$ cat src/verilog/sacs_defines.svh
// shared constants of the conversion sequencer
`ifndef SACS_DEFINES_SVH
`define SACS_DEFINES_SVH
`define SACS_RES_W        13
`define SACS_CNT_W        5
`define SACS_ACQ_HALVES   5'h03
`define SACS_CONV_BITS    5'h0D
`define SACS_CFG_BITS     5'h05
`define SACS_CODE_POS_MAX 13'h0FFF
`define SACS_CODE_NEG_MAX 13'h1000
`define SACS_CODE_POS_1   13'h0001
`define SACS_HOLD_NS      1200000
`define SACS_CLK_NS       10
`define SACS_HOLD_CYC     (`SACS_HOLD_NS / `SACS_CLK_NS)
`endif

$ cat src/verilog/sacs_pkg.sv
// types of the conversion sequencer
package sacs_pkg;
	typedef enum logic [2:0] {ST_IDLE, ST_CFG, ST_ACQ, ST_CONV, ST_DONE} sacs_state_t;
	typedef struct packed {
		logic        valid;
		logic [12:0] code;
	} sacs_word_t;
endpackage : sacs_pkg

$ cat src/verilog/sacs_seq.sv
// conversion sequencer with a two-entry result buffer
`timescale 1ns/1ps
`include "sacs_defines.svh"

module sacs_seq (
	input  wire logic        core_clk_in,          // system clock, 100 MHz
	input  wire logic        nrst_in,              // async reset, active low
	input  wire logic        select_and_standby_n_in, // session select pin, active low
	input  wire logic        sclk_in,              // serial clock pin from host
	input  wire logic        sdi_in,               // serial config data pin
	input  wire logic        comp_in,              // comparator: trial <= held input
	output logic             sdo_out,              // serial data out level
	output logic             sdo_oe_n_out,         // low while sdo is driven
	output logic             hold_capacitor_out,   // high while sampling
	output logic [12:0]      trial_out,            // dac trial code
	output logic [`SACS_CFG_BITS-1:0] cfg_out,     // captured configuration bits
	output sacs_pkg::sacs_word_t res_out,          // finished result word
	input  wire logic        res_ready_in,         // consumer accepts result
	output logic             hold_err_out          // hold interval exceeded
);
	// ----------------------------------------
	// pin synchronisers
	// ----------------------------------------
	logic [2:0] cs_sy_r;    // select pipeline
	logic [2:0] ck_sy_r;    // clock pipeline
	logic [2:0] di_sy_r;    // data pipeline
	logic       cs_n_r;     // filtered select
	logic       ck_r;       // filtered clock
	logic       di_r;       // filtered data

	// three stages; a change counts once stages two and three agree
	always_ff @(posedge core_clk_in or negedge nrst_in)
	begin
		if (!nrst_in)
		begin
			cs_sy_r <= 3'h7;
			ck_sy_r <= 3'h0;
			di_sy_r <= 3'h0;
		end
		else
		begin
			cs_sy_r <= {cs_sy_r[1:0], select_and_standby_n_in};
			ck_sy_r <= {ck_sy_r[1:0], sclk_in};
			di_sy_r <= {di_sy_r[1:0], sdi_in};
		end
	end

	// filtered levels
	always_ff @(posedge core_clk_in or negedge nrst_in)
	begin
		if (!nrst_in)
		begin
			cs_n_r <= 1'b1;
			ck_r   <= 1'b0;
			di_r   <= 1'b0;
		end
		else
		begin
			if (cs_sy_r[1] == cs_sy_r[2])
				cs_n_r <= cs_sy_r[2];
			if (ck_sy_r[1] == ck_sy_r[2])
				ck_r <= ck_sy_r[2];
			if (di_sy_r[1] == di_sy_r[2])
				di_r <= di_sy_r[2];
		end
	end

	// edge detection on the filtered clock only
	logic ck_agree;   // stages two and three agree
	logic ck_rise;    // filtered rising edge
	logic ck_fall;    // filtered falling edge
	assign ck_agree = (ck_sy_r[1] == ck_sy_r[2]);
	assign ck_rise  = ck_agree && ck_sy_r[2] && !ck_r;
	assign ck_fall  = ck_agree && !ck_sy_r[2] && ck_r;
	logic cs_open;    // session active
	assign cs_open = !cs_n_r;

	// ----------------------------------------
	// sequencing state
	// ----------------------------------------
	sacs_pkg::sacs_state_t state_r; // sequence state
	logic [`SACS_CNT_W-1:0] cnt_r;  // half-clock or bit counter
	logic [12:0] code_r;            // successive approximation register
	logic [12:0] bit_r;             // one-hot trial bit

	// first bit trial: sign resolves as a comparison against zero
	// the sign weight itself would be the most negative code and could never fail
	function automatic logic [12:0] trial_of(input logic [12:0] code, input logic [12:0] bitm);
		if (bitm == 13'h1000)
			trial_of = 13'h0000; // sign trial against zero
		else
			trial_of = code | bitm; // magnitude trial on top of kept bits
	endfunction : trial_of

	// past ST_IDLE all progress is gated by serial edges; no free-running timer moves the state
	always_ff @(posedge core_clk_in or negedge nrst_in)
	begin
		if (!nrst_in)
		begin
			state_r <= sacs_pkg::ST_IDLE;
			cnt_r   <= '0;
		end
		else if (!cs_open)
		begin
			state_r <= sacs_pkg::ST_IDLE;
			cnt_r   <= '0;
		end
		else
		begin
			case (state_r)
				sacs_pkg::ST_IDLE:
				begin
					state_r <= sacs_pkg::ST_CFG;
					cnt_r   <= '0;
				end
				sacs_pkg::ST_CFG:
				begin
					// configuration bits clocked in on rising edges
					if (ck_rise)
					begin
						if (cnt_r == `SACS_CFG_BITS - 5'h01)
						begin
							state_r <= sacs_pkg::ST_ACQ;
							cnt_r   <= '0;
						end
						else
							cnt_r <= cnt_r + 5'h01;
					end
				end
				sacs_pkg::ST_ACQ:
				begin
					// count half periods: 1.5 clocks of sampling
					if (ck_rise || ck_fall)
					begin
						if (cnt_r == `SACS_ACQ_HALVES - 5'h01)
						begin
							state_r <= sacs_pkg::ST_CONV;
							cnt_r   <= '0;
						end
						else
							cnt_r <= cnt_r + 5'h01;
					end
				end
				sacs_pkg::ST_CONV:
				begin
					// one resolved bit per falling edge
					if (ck_fall)
					begin
						if (cnt_r == `SACS_CONV_BITS - 5'h01)
						begin
							state_r <= sacs_pkg::ST_DONE;
							cnt_r   <= '0;
						end
						else
							cnt_r <= cnt_r + 5'h01;
					end
				end
				sacs_pkg::ST_DONE:
					state_r <= sacs_pkg::ST_DONE;
				default:
					state_r <= sacs_pkg::ST_IDLE;
			endcase
		end
	end

	// configuration shift on rising serial edges
	always_ff @(posedge core_clk_in or negedge nrst_in)
	begin
		if (!nrst_in)
			cfg_out <= '0;
		else if (state_r == sacs_pkg::ST_CFG && cs_open && ck_rise)
			cfg_out <= {cfg_out[`SACS_CFG_BITS-2:0], di_r};
	end

	// successive approximation, msb (sign) first
	always_ff @(posedge core_clk_in or negedge nrst_in)
	begin
		if (!nrst_in)
		begin
			code_r <= '0;
			bit_r  <= '0;
		end
		else if (state_r == sacs_pkg::ST_ACQ)
		begin
			code_r <= '0;
			bit_r  <= 13'h1000; // sign position first
		end
		else if (state_r == sacs_pkg::ST_CONV && cs_open && ck_fall)
		begin
			// sign bit: one when negative input higher; magnitude bits kept when trial fits
			if (bit_r == 13'h1000)
				code_r <= comp_in ? 13'h0000 : 13'h1000;
			else if (comp_in)
				code_r <= code_r | bit_r;
			bit_r <= bit_r >> 1;
		end
	end
	assign trial_out = trial_of(code_r, bit_r);

	// serial output updates on falling edges only; forced low outside sessions
	always_ff @(posedge core_clk_in or negedge nrst_in)
	begin
		if (!nrst_in)
			sdo_out <= 1'b0;
		else if (!cs_open)
			sdo_out <= 1'b0;
		else if (state_r == sacs_pkg::ST_CONV && ck_fall)
		begin
			if (bit_r == 13'h1000)
				sdo_out <= !comp_in;
			else
				sdo_out <= comp_in;
		end
	end
	assign sdo_oe_n_out      = !(cs_open && (state_r == sacs_pkg::ST_CONV || state_r == sacs_pkg::ST_DONE));
	assign hold_capacitor_out = cs_open && (state_r == sacs_pkg::ST_ACQ);

	// ----------------------------------------
	// hold interval watchdog
	// ----------------------------------------
	logic [17:0] hold_cnt_r;  // cycles since acquisition ended
	always_ff @(posedge core_clk_in or negedge nrst_in)
	begin
		if (!nrst_in)
		begin
			hold_cnt_r   <= '0;
			hold_err_out <= 1'b0;
		end
		else if (state_r != sacs_pkg::ST_CONV)
			hold_cnt_r <= '0;
		else if (hold_cnt_r != 18'(`SACS_HOLD_CYC))
			hold_cnt_r <= hold_cnt_r + 18'h00001;
		else
			hold_err_out <= 1'b1; // flags late host; sticky until reset
	end

	// ----------------------------------------
	// two-entry result buffer
	// ----------------------------------------
	logic [12:0] buf_r [0:1]; // stored words
	logic [1:0]  cnt_b_r;     // fill level
	logic        rd_r;        // read pointer
	logic        push;        // finished word offered
	logic        pop;         // consumer takes head
	sacs_pkg::sacs_state_t state_d_r; // previous state
	always_ff @(posedge core_clk_in or negedge nrst_in)
	begin
		if (!nrst_in)
			state_d_r <= sacs_pkg::ST_IDLE;
		else
			state_d_r <= state_r;
	end
	// a full buffer drops the new word; the stall cannot reach the host pins
	assign push = (state_r == sacs_pkg::ST_DONE) && (state_d_r != sacs_pkg::ST_DONE) && (cnt_b_r != 2'h2);
	assign pop  = res_out.valid && res_ready_in;
	always_ff @(posedge core_clk_in or negedge nrst_in)
	begin
		if (!nrst_in)
		begin
			cnt_b_r <= '0;
			rd_r    <= 1'b0;
		end
		else
		begin
			if (pop)
				rd_r <= !rd_r;
			cnt_b_r <= cnt_b_r + {1'b0, push} - {1'b0, pop};
		end
	end
	// storage has no reset: a word only counts once the fill level covers it
	always_ff @(posedge core_clk_in)
	begin
		if (push)
			buf_r[rd_r ^ cnt_b_r[0]] <= code_r;
	end
	// one driver for the whole word keeps valid and code together
	assign res_out = {(cnt_b_r != 2'h0), buf_r[rd_r]};
endmodule : sacs_seq

$ cat config.mk
export PLATFORM = sky130hd
export DESIGN_NAME = sacs_seq
export DESIGN_NICKNAME = d
export VERILOG_FILES = /design/src/verilog/sacs_pkg.sv /design/src/verilog/sacs_seq.sv
export VERILOG_INCLUDE_DIRS = /design/src /design/src/verilog
export SDC_FILE = /design/constraint.sdc
export NUM_CORES = 1
export LEC_CHECK = 0
export BUFFER_PORTS_ARGS = -buffer_cell sky130_fd_sc_hd__buf_2
export CAP_MARGIN = 20
export CORE_UTILIZATION = 43
export DETAILED_ROUTE_END_ITERATION = 8
export PLACE_DENSITY_LB_ADDON = 0.3
export SLEW_MARGIN = 10
export SYNTH_ARGS = -nofsm -noshare
export SYNTH_HDL_FRONTEND = slang
export SYNTH_SLANG_ARGS = --single-unit
$ cat constraint.sdc
create_clock -name core_clk_in -period 2.8 [get_ports core_clk_in]
set_input_delay 0.56 -clock core_clk_in [delete_from_list [all_inputs] [get_ports core_clk_in]]
set_output_delay 0.56 -clock core_clk_in [all_outputs]
set_load 0.01 [all_outputs]
==> impl_metrics.env, run 1 <==
export IMPL_status="finished clean"
export IMPL_layout_min_cycle_time_ns=2.67
export IMPL_path_clk_slew_ns=0.11
export IMPL_vias=3111
export IMPL_initial_core_util_pct=44.5
export IMPL_wl_um=8210
export IMPL_startpoint_type="register"
export IMPL_clock_latency_ns=0.37
export IMPL_finalMaxSlewViolations=0
export IMPL_cp_depth=5
export IMPL_cts_buffer_depth=2
export IMPL_cp_max_fo=12
export IMPL_finalClockSkew_ns=0.0130
export IMPL_cpPeakStageDelay_ns=0.45
export IMPL_final_nets=453
export IMPL_netlist_area_um2=4600
export IMPL_gp_congestion=0.794
export IMPL_htreeDepth=3
export IMPL_p_leak_uw=0.00215
export IMPL_wl_per_cell_um=14.2
export IMPL_drtIter0Drc=175
export IMPL_power_net_switching_uw=1050
export IMPL_worstPathCellList="nor4b_1 > nand4_1 > buf_4 > o21a_1 > buf_2"
export IMPL_ys_seq_elements=103
export IMPL_hold_ws_ns=0.286
export IMPL_cts_hold_buf=0
export IMPL_post_cts_buffers=0
export IMPL_areaGrowthSynthToFinish_pct=12.5
export IMPL_die_w_um=105
export IMPL_crit_path_top_delay_cell="dfrtp_1"
export IMPL_grt_use_total_pct=16.0
export IMPL_synth_top_area_cell="dfrtp_1"
export IMPL_rows=37
export IMPL_synth_edf_count=26
export IMPL_die_area_um2=11100
export IMPL_io_buffers=42
export IMPL_crit_path_end_kind="primary output"
export IMPL_min_path_type="in2reg"
export IMPL_cts_tree="done"
export IMPL_fin_ws_ns=0.127
export IMPL_drive_gt1_share_pct=21.7
export IMPL_p_comb_share_pct=18.7
export IMPL_fin_crit_sh_pct=95.5
export IMPL_crit_buf_inv=2
export IMPL_syn_num_nets=409
export IMPL_yosysMostFrequentCell="dfrtp_1"
export IMPL_pre_cts_slack_ns=0.542
export IMPL_drv_cap=0
export IMPL_fmax_ghz=0.374
export IMPL_num_antenna_cells=0
export IMPL_relSlewSlack_pct=35.6
export IMPL_antenna_left=0
export IMPL_intPower_uw=2300
export IMPL_coreArea_um2=10300
export IMPL_r2r_end="state_r[1]"
export IMPL_powerDensity_nw_per_um2=647
export IMPL_nFillCells=925
export IMPL_crit_type="reg2out"
export IMPL_cts_resized=0
export IMPL_rsz0062_at_grt="false"
export IMPL_worstPathArrival_ns=2.11
export IMPL_timing_critical_path_to="trial_out[2]"
export IMPL_drt_vias_per_instance=5.38
export IMPL_r2r_start="state_r[2]"
export IMPL_cp_startpoint="bit_r[6]"
export IMPL_max_slew_worst_pin_slew_ns=0.967
export IMPL_power_uw=3340
export IMPL_syn_inst=393
export IMPL_ios=43
export IMPL_clock_sinks=103
export IMPL_drc=0
export IMPL_ir_drop_v=0.000265
export IMPL_seq_power_share_pct=53.6
export IMPL_synth_area_top_cells="dfrtp_1 40%, edfxtp_1 17%, mux2_2 3.2%"
export IMPL_ys_warn_count=0
export IMPL_worst_r2r_cell_count=4
export IMPL_grt_pass1_wl_um=14200
export IMPL_overflow=0
export IMPL_dp_hpwl_um=5570
export IMPL_clock_root_buffer="clkbuf_8"
export IMPL_grt_pass1_vias=2926
export IMPL_netlist_area_leader_share_pct=39.7
export IMPL_crit_family="simple AND/OR/NAND/NOR gates"
export IMPL_antenna_found_initial=0
export IMPL_setup_tns_ns=0
export IMPL_worst_ep_required_time_ns=2.24
export IMPL_synth_avg_cell_area_um2=11.7
export IMPL_drtPass1Iterations=4
export IMPL_netlist_top_cells_count="73 x dfrtp_1, 38 x nand2_1, 28 x nor2_1"
export IMPL_hold_viol=0
export IMPL_finalSetupViolCount=0
export IMPL_ys_async_sr_fraction_pct=74.8
export IMPL_ys_seq_area_share_pct=59.0
export IMPL_cts_buffers=9
export IMPL_ys_flop_type="dfrtp_1"
export IMPL_sw_frac_of_total_pct=31.3
export IMPL_synthDistinctLibCells=62
export IMPL_grt_max_degree=78
export IMPL_p_clk_share_pct=27.8
export IMPL_die_h_um=105
export IMPL_r2r_setup_slack_ns=0.74
-- routing by layer --
metal / GRT usage (%) / share of wire [%] / vias to the layer above
met1: 21.4 / 48 / 1534
met2: 26.2 / 48 / 50
met3: 3.34 / 3.1 / 10
li1: - / - / 1517
met4: 4.93 / 1.6 / 0
met5: 0 / 0 / -
-- placed cells by master, fill, tap and decap left out, types with 3 or more instances in the layout --
master	synthesis	final
dfrtp_1	73	73
buf_2	4	41
nand2_1	38	38
nor2_1	28	28
edfxtp_1	26	26
a21oi_1	20	20
inv_1	19	19
nand3_1	18	18
o21a_1	14	14
mux2_2	13	13
nor3_1	10	10
a32oi_1	10	10
xnor2_1	9	9
ha_1	9	9
clkbuf_8	0	9
buf_4	0	7
or3_1	6	6
o21ai_1	6	6
mux2_4	5	5
o21ai_0	5	5
xor2_1	5	5
nor4_1	4	4
o211ai_1	4	4
dfstp_2	4	4
nor4b_1	3	3
or4_1	3	3
inv_8	0	3
-- cell families (layout without fill, tap and decap cells) --
family,after synthesis,in the layout,synth area share (%)
simple gates,134,134,15.2
flops,103,103,59.0
compound gates,76,76,11.8
buf+inv,34,83,2.89
mux,21,21,5.53
xor+xnor,14,14,2.67
fa+ha+maj,11,11,2.89
-- how the worst min path moves through the flow --
stage                                  startpoint         end  slack, ns  depth (start not counted)
after floorplan                           nrst_in    bit_r[0]       0.26                          0
after global placement                 di_sy_r[0]  di_sy_r[1]       0.33                          0
after detailed placement               ck_sy_r[0]  ck_sy_r[1]       0.33                          0
after CTS                 select_and_standby_n_in  cs_sy_r[0]       0.27                          1
after global routing      select_and_standby_n_in  cs_sy_r[0]       0.26                          1
final                     select_and_standby_n_in  cs_sy_r[0]       0.29                          1
-- area by class of cell --
cell class | instances | area, um2 | area share [%]
clock buffer | 9 | 124 | 2.40
inverter | 19 | 71.3 | 1.38
sequential | 103 | 2710 | 52.5
timing repair buffer | 48 | 258 | 4.99
tap | 136 | 170 | 3.29
multi-input combinational | 256 | 1750 | 33.9
clock inverter | 7 | 83.8 | 1.62
-- registers in the layout, indices dropped and copies added (netlist names), 5 cells and up --
register    flops
buf_r          26
bit_r          13
cfg_out         5
cnt_r           5
hold_cnt_r     18
code_r         13
-- per-stage QoR --
stage,area (um2),cells,util [%]
6_report,5170,578,50.1
4_1_cts,5170,578,50.1
3_5_place_dp,4960,562,48.1
5_1_grt,5170,578,50.1
3_3_place_gp,4960,562,48.1
2_1_floorplan,4600,393,-
-- power groups by stage --
stage | Sequential (uW) | Combinational, uW | Clock, uW
after floorplan | 1760 | 492 | 0
after global placement | 1820 | 624 | 0
after detailed placement | 1830 | 629 | 0
after CTS | 1800 | 634 | 958
after global routing | 1820 | 700 | 1020
final | 1790 | 625 | 928
Power figures use the tool's default switching activity.
==> run 2: changes to the inputs <==
--- a/config.mk
+++ b/config.mk
@@ -6,6 +6,7 @@
 export SDC_FILE = /design/constraint.sdc
 export NUM_CORES = 1
 export LEC_CHECK = 0
+export ABC_AREA = 1
 export BUFFER_PORTS_ARGS = -buffer_cell sky130_fd_sc_hd__buf_2
 export CAP_MARGIN = 20
 export CORE_UTILIZATION = 43
==> impl_metrics.env, run 2 <==
export IMPL_status="finished clean"
export IMPL_muxShareOfSynthArea_pct=0
export IMPL_gp_congestion=0.890
export IMPL_ys_seq_elements=103
export IMPL_hold_viol=0
export IMPL_crit_path_end_kind="primary output"
export IMPL_wl_um=9750
export IMPL_powerDensity_nw_per_um2=702
export IMPL_grt_use_total_pct=17.8
export IMPL_clock_sinks=103
export IMPL_rows=38
export IMPL_drive_gt1_share_pct=12.7
export IMPL_netlist_area_um2=4860
export IMPL_htreeDepth=3
export IMPL_cts_buffer_depth=2
export IMPL_min_path_type="in2reg"
export IMPL_p_leak_uw=0.00270
export IMPL_final_cells=744
export IMPL_layout_common_cells="152 x nand2_1, 73 x dfrtp_1, 72 x inv_1"
export IMPL_netlist_area_leader_share_pct=37.6
export IMPL_worstPathArrival_ns=1.86
export IMPL_ys_seq_area_share_pct=55.8
export IMPL_io_buffers=42
export IMPL_drc=0
export IMPL_post_cts_buffers=0
export IMPL_finalClockSkew_ns=0.00579
export IMPL_finalMaxSlewViolations=0
export IMPL_clock_root_buffer="clkbuf_16"
export IMPL_cpPeakStageDelay_ns=0.45
export IMPL_die_area_um2=11700
export IMPL_antenna_left=0
export IMPL_worstPathCellList="inv_2 > nand2_1 > nor2_1 > inv_2 > nor2_1 > buf_2"
export IMPL_grt_pass1_wl_um=16200
export IMPL_clock_latency_ns=0.34
export IMPL_yosysMostFrequentCell="nand2_1"
export IMPL_netlist_top_cells_count="152 x nand2_1, 73 x dfrtp_1, 72 x inv_1"
export IMPL_startpoint_type="register"
export IMPL_drtIter0Drc=164
export IMPL_wl_per_cell_um=13.1
export IMPL_ios=43
export IMPL_finalSetupViolCount=0
export IMPL_syn_inst=557
export IMPL_setup_tns_ns=0
export IMPL_drv_cap=0
export IMPL_vias=3741
export IMPL_synth_top_area_cell="dfrtp_1"
export IMPL_synth_xor_area_share_pct=1.26
export IMPL_cts_resized=0
export IMPL_largest_register_ffs=26
export IMPL_cts_tree="done"
export IMPL_worst_ep_required_time_ns=2.24
export IMPL_ys_async_sr_fraction_pct=74.8
export IMPL_grt_pass1_vias=3456
export IMPL_cp_max_fo=16
export IMPL_drtPass1Iterations=5
export IMPL_ys_flop_type="dfrtp_1"
export IMPL_coreArea_um2=10900
export IMPL_synth_edf_count=26
export IMPL_place_area_um2=5190
export IMPL_num_antenna_cells=0
export IMPL_crit_path_top_delay_cell="dfrtp_1"
export IMPL_layout_min_cycle_time_ns=2.42
export IMPL_crit_buf_inv=3
export IMPL_ys_warn_count=0
export IMPL_antenna_found_initial=0
export IMPL_path_clk_slew_ns=0.07
export IMPL_die_w_um=108
export IMPL_synth_compound_area_share_pct=6.44
export IMPL_placed_cells=728
export IMPL_overflow=0
export IMPL_cts_buffers=9
export IMPL_die_h_um=108
export IMPL_post_route_cell_area_um2=5470
export IMPL_max_slew_worst_pin_slew_ns=0.960
export IMPL_dp_hpwl_um=6770
export IMPL_grt_max_degree=78
export IMPL_final_nets=615
export IMPL_synth_top_family_by_area="simple AND/OR/NAND/NOR gates"
export IMPL_ir_drop_v=0.000404
export IMPL_relSlewSlack_pct=36.0
export IMPL_rsz0062_at_grt="false"
export IMPL_synthDistinctLibCells=34
export IMPL_synth_area_top_cells="dfrtp_1 38%, edfxtp_1 16%, nand2_1 12%"
export IMPL_synth_avg_cell_area_um2=8.72
export IMPL_areaGrowthSynthToFinish_pct=12.6
export IMPL_syn_num_nets=573
export IMPL_initial_core_util_pct=44.4
export IMPL_crit_family="simple AND/OR/NAND/NOR gates"
export IMPL_fin_crit_sh_pct=86.5
export IMPL_layout_commonest_cell="nand2_1"
export IMPL_synth_adder_area_share_pct=2.73
export IMPL_fmax_ghz=0.413
export IMPL_synth_simple_area_share_pct=26.2
export IMPL_drt_vias_per_instance=5.03
export IMPL_cts_hold_buf=0
export IMPL_crit_type="reg2out"
run 2: cell types whose count changed after synthesis, moves of 18 or more:
cell,change
nand2_1,+114
inv_1,+53
nand3_1,+26
o21ai_0,+24
nand4_1,+21
nor2_1,+18
run 2: area by class of cell:
type / instances / area, um2
Multi-Input combinational cell: 365 / 1780
Clock inverter: 7 / 57.6
Clock buffer: 9 / 225
Tap cell: 140 / 175
Fill cell: 1037 / 5470
Timing Repair Buffer: 45 / 235
Inverter: 75 / 283
Sequential cell: 103 / 2710
run 2: path summary, 6_finish.rpt:
| path | startpoint | endpoint | slack, ns | cells past startpoint |
|---|---|---|---|---|
| max | state_r[2] | hold_capacitor_out | 0.38 | 6 |
| min | select_and_standby_n_in | cs_sy_r[0] | 0.31 | 1 |
| max reg2reg | state_r[0] | cnt_b_r[1] | 0.82 | 9 |
| min reg2reg | di_sy_r[0] | di_sy_r[1] | 0.35 | 0 |
| max in group asynchronous | nrst_in | sdo_out | 1.82 | 1 |
| min in group asynchronous | nrst_in | hold_cnt_r[10] | 0.37 | 1 |
run 2: power breakdown:
group	total, uW	internal, uW	switching (uW)	leakage (uW)
logic	916	302	614	0.00134
clock network	1180	614	562	0.000136
registers	1750	1650	93.8	0.00123
run 2: metrics by stage:
stage          setup WS (ns)  total power, uW  hold slack (ns)  utilization [%]
6_report               0.377             3840            0.312             50.0
5_1_grt                0.265             4090            0.307             50.0
4_1_cts                0.405             3890            0.301             50.0
3_5_place_dp           0.782             2710            0.336             47.4
3_3_place_gp           0.839             2690            0.334             47.4
2_1_floorplan          0.992             2400            0.264                -
run 2: logic make-up (layout without fill, tap and decap cells):
| family | Yosys count | after routing |
|---|---|---|
| xor gates and xnor gates | 7 | 7 |
| and+or+nand+nor | 288 | 288 |
| DFF | 103 | 103 |
| AOI/OAI and AO/OA | 59 | 59 |
| buffers and inverters | 89 | 136 |
| adders and majority gates | 11 | 11 |
run 2: metal layers:
layer  track usage (%)  vias up  share of wire [%]
li1                  -     1889                  -
met1              24.2     1751                 48
met2              28.3       89                 47
met3              2.83       12                4.2
met4              7.63        0                1.5
met5                 0        -                  0
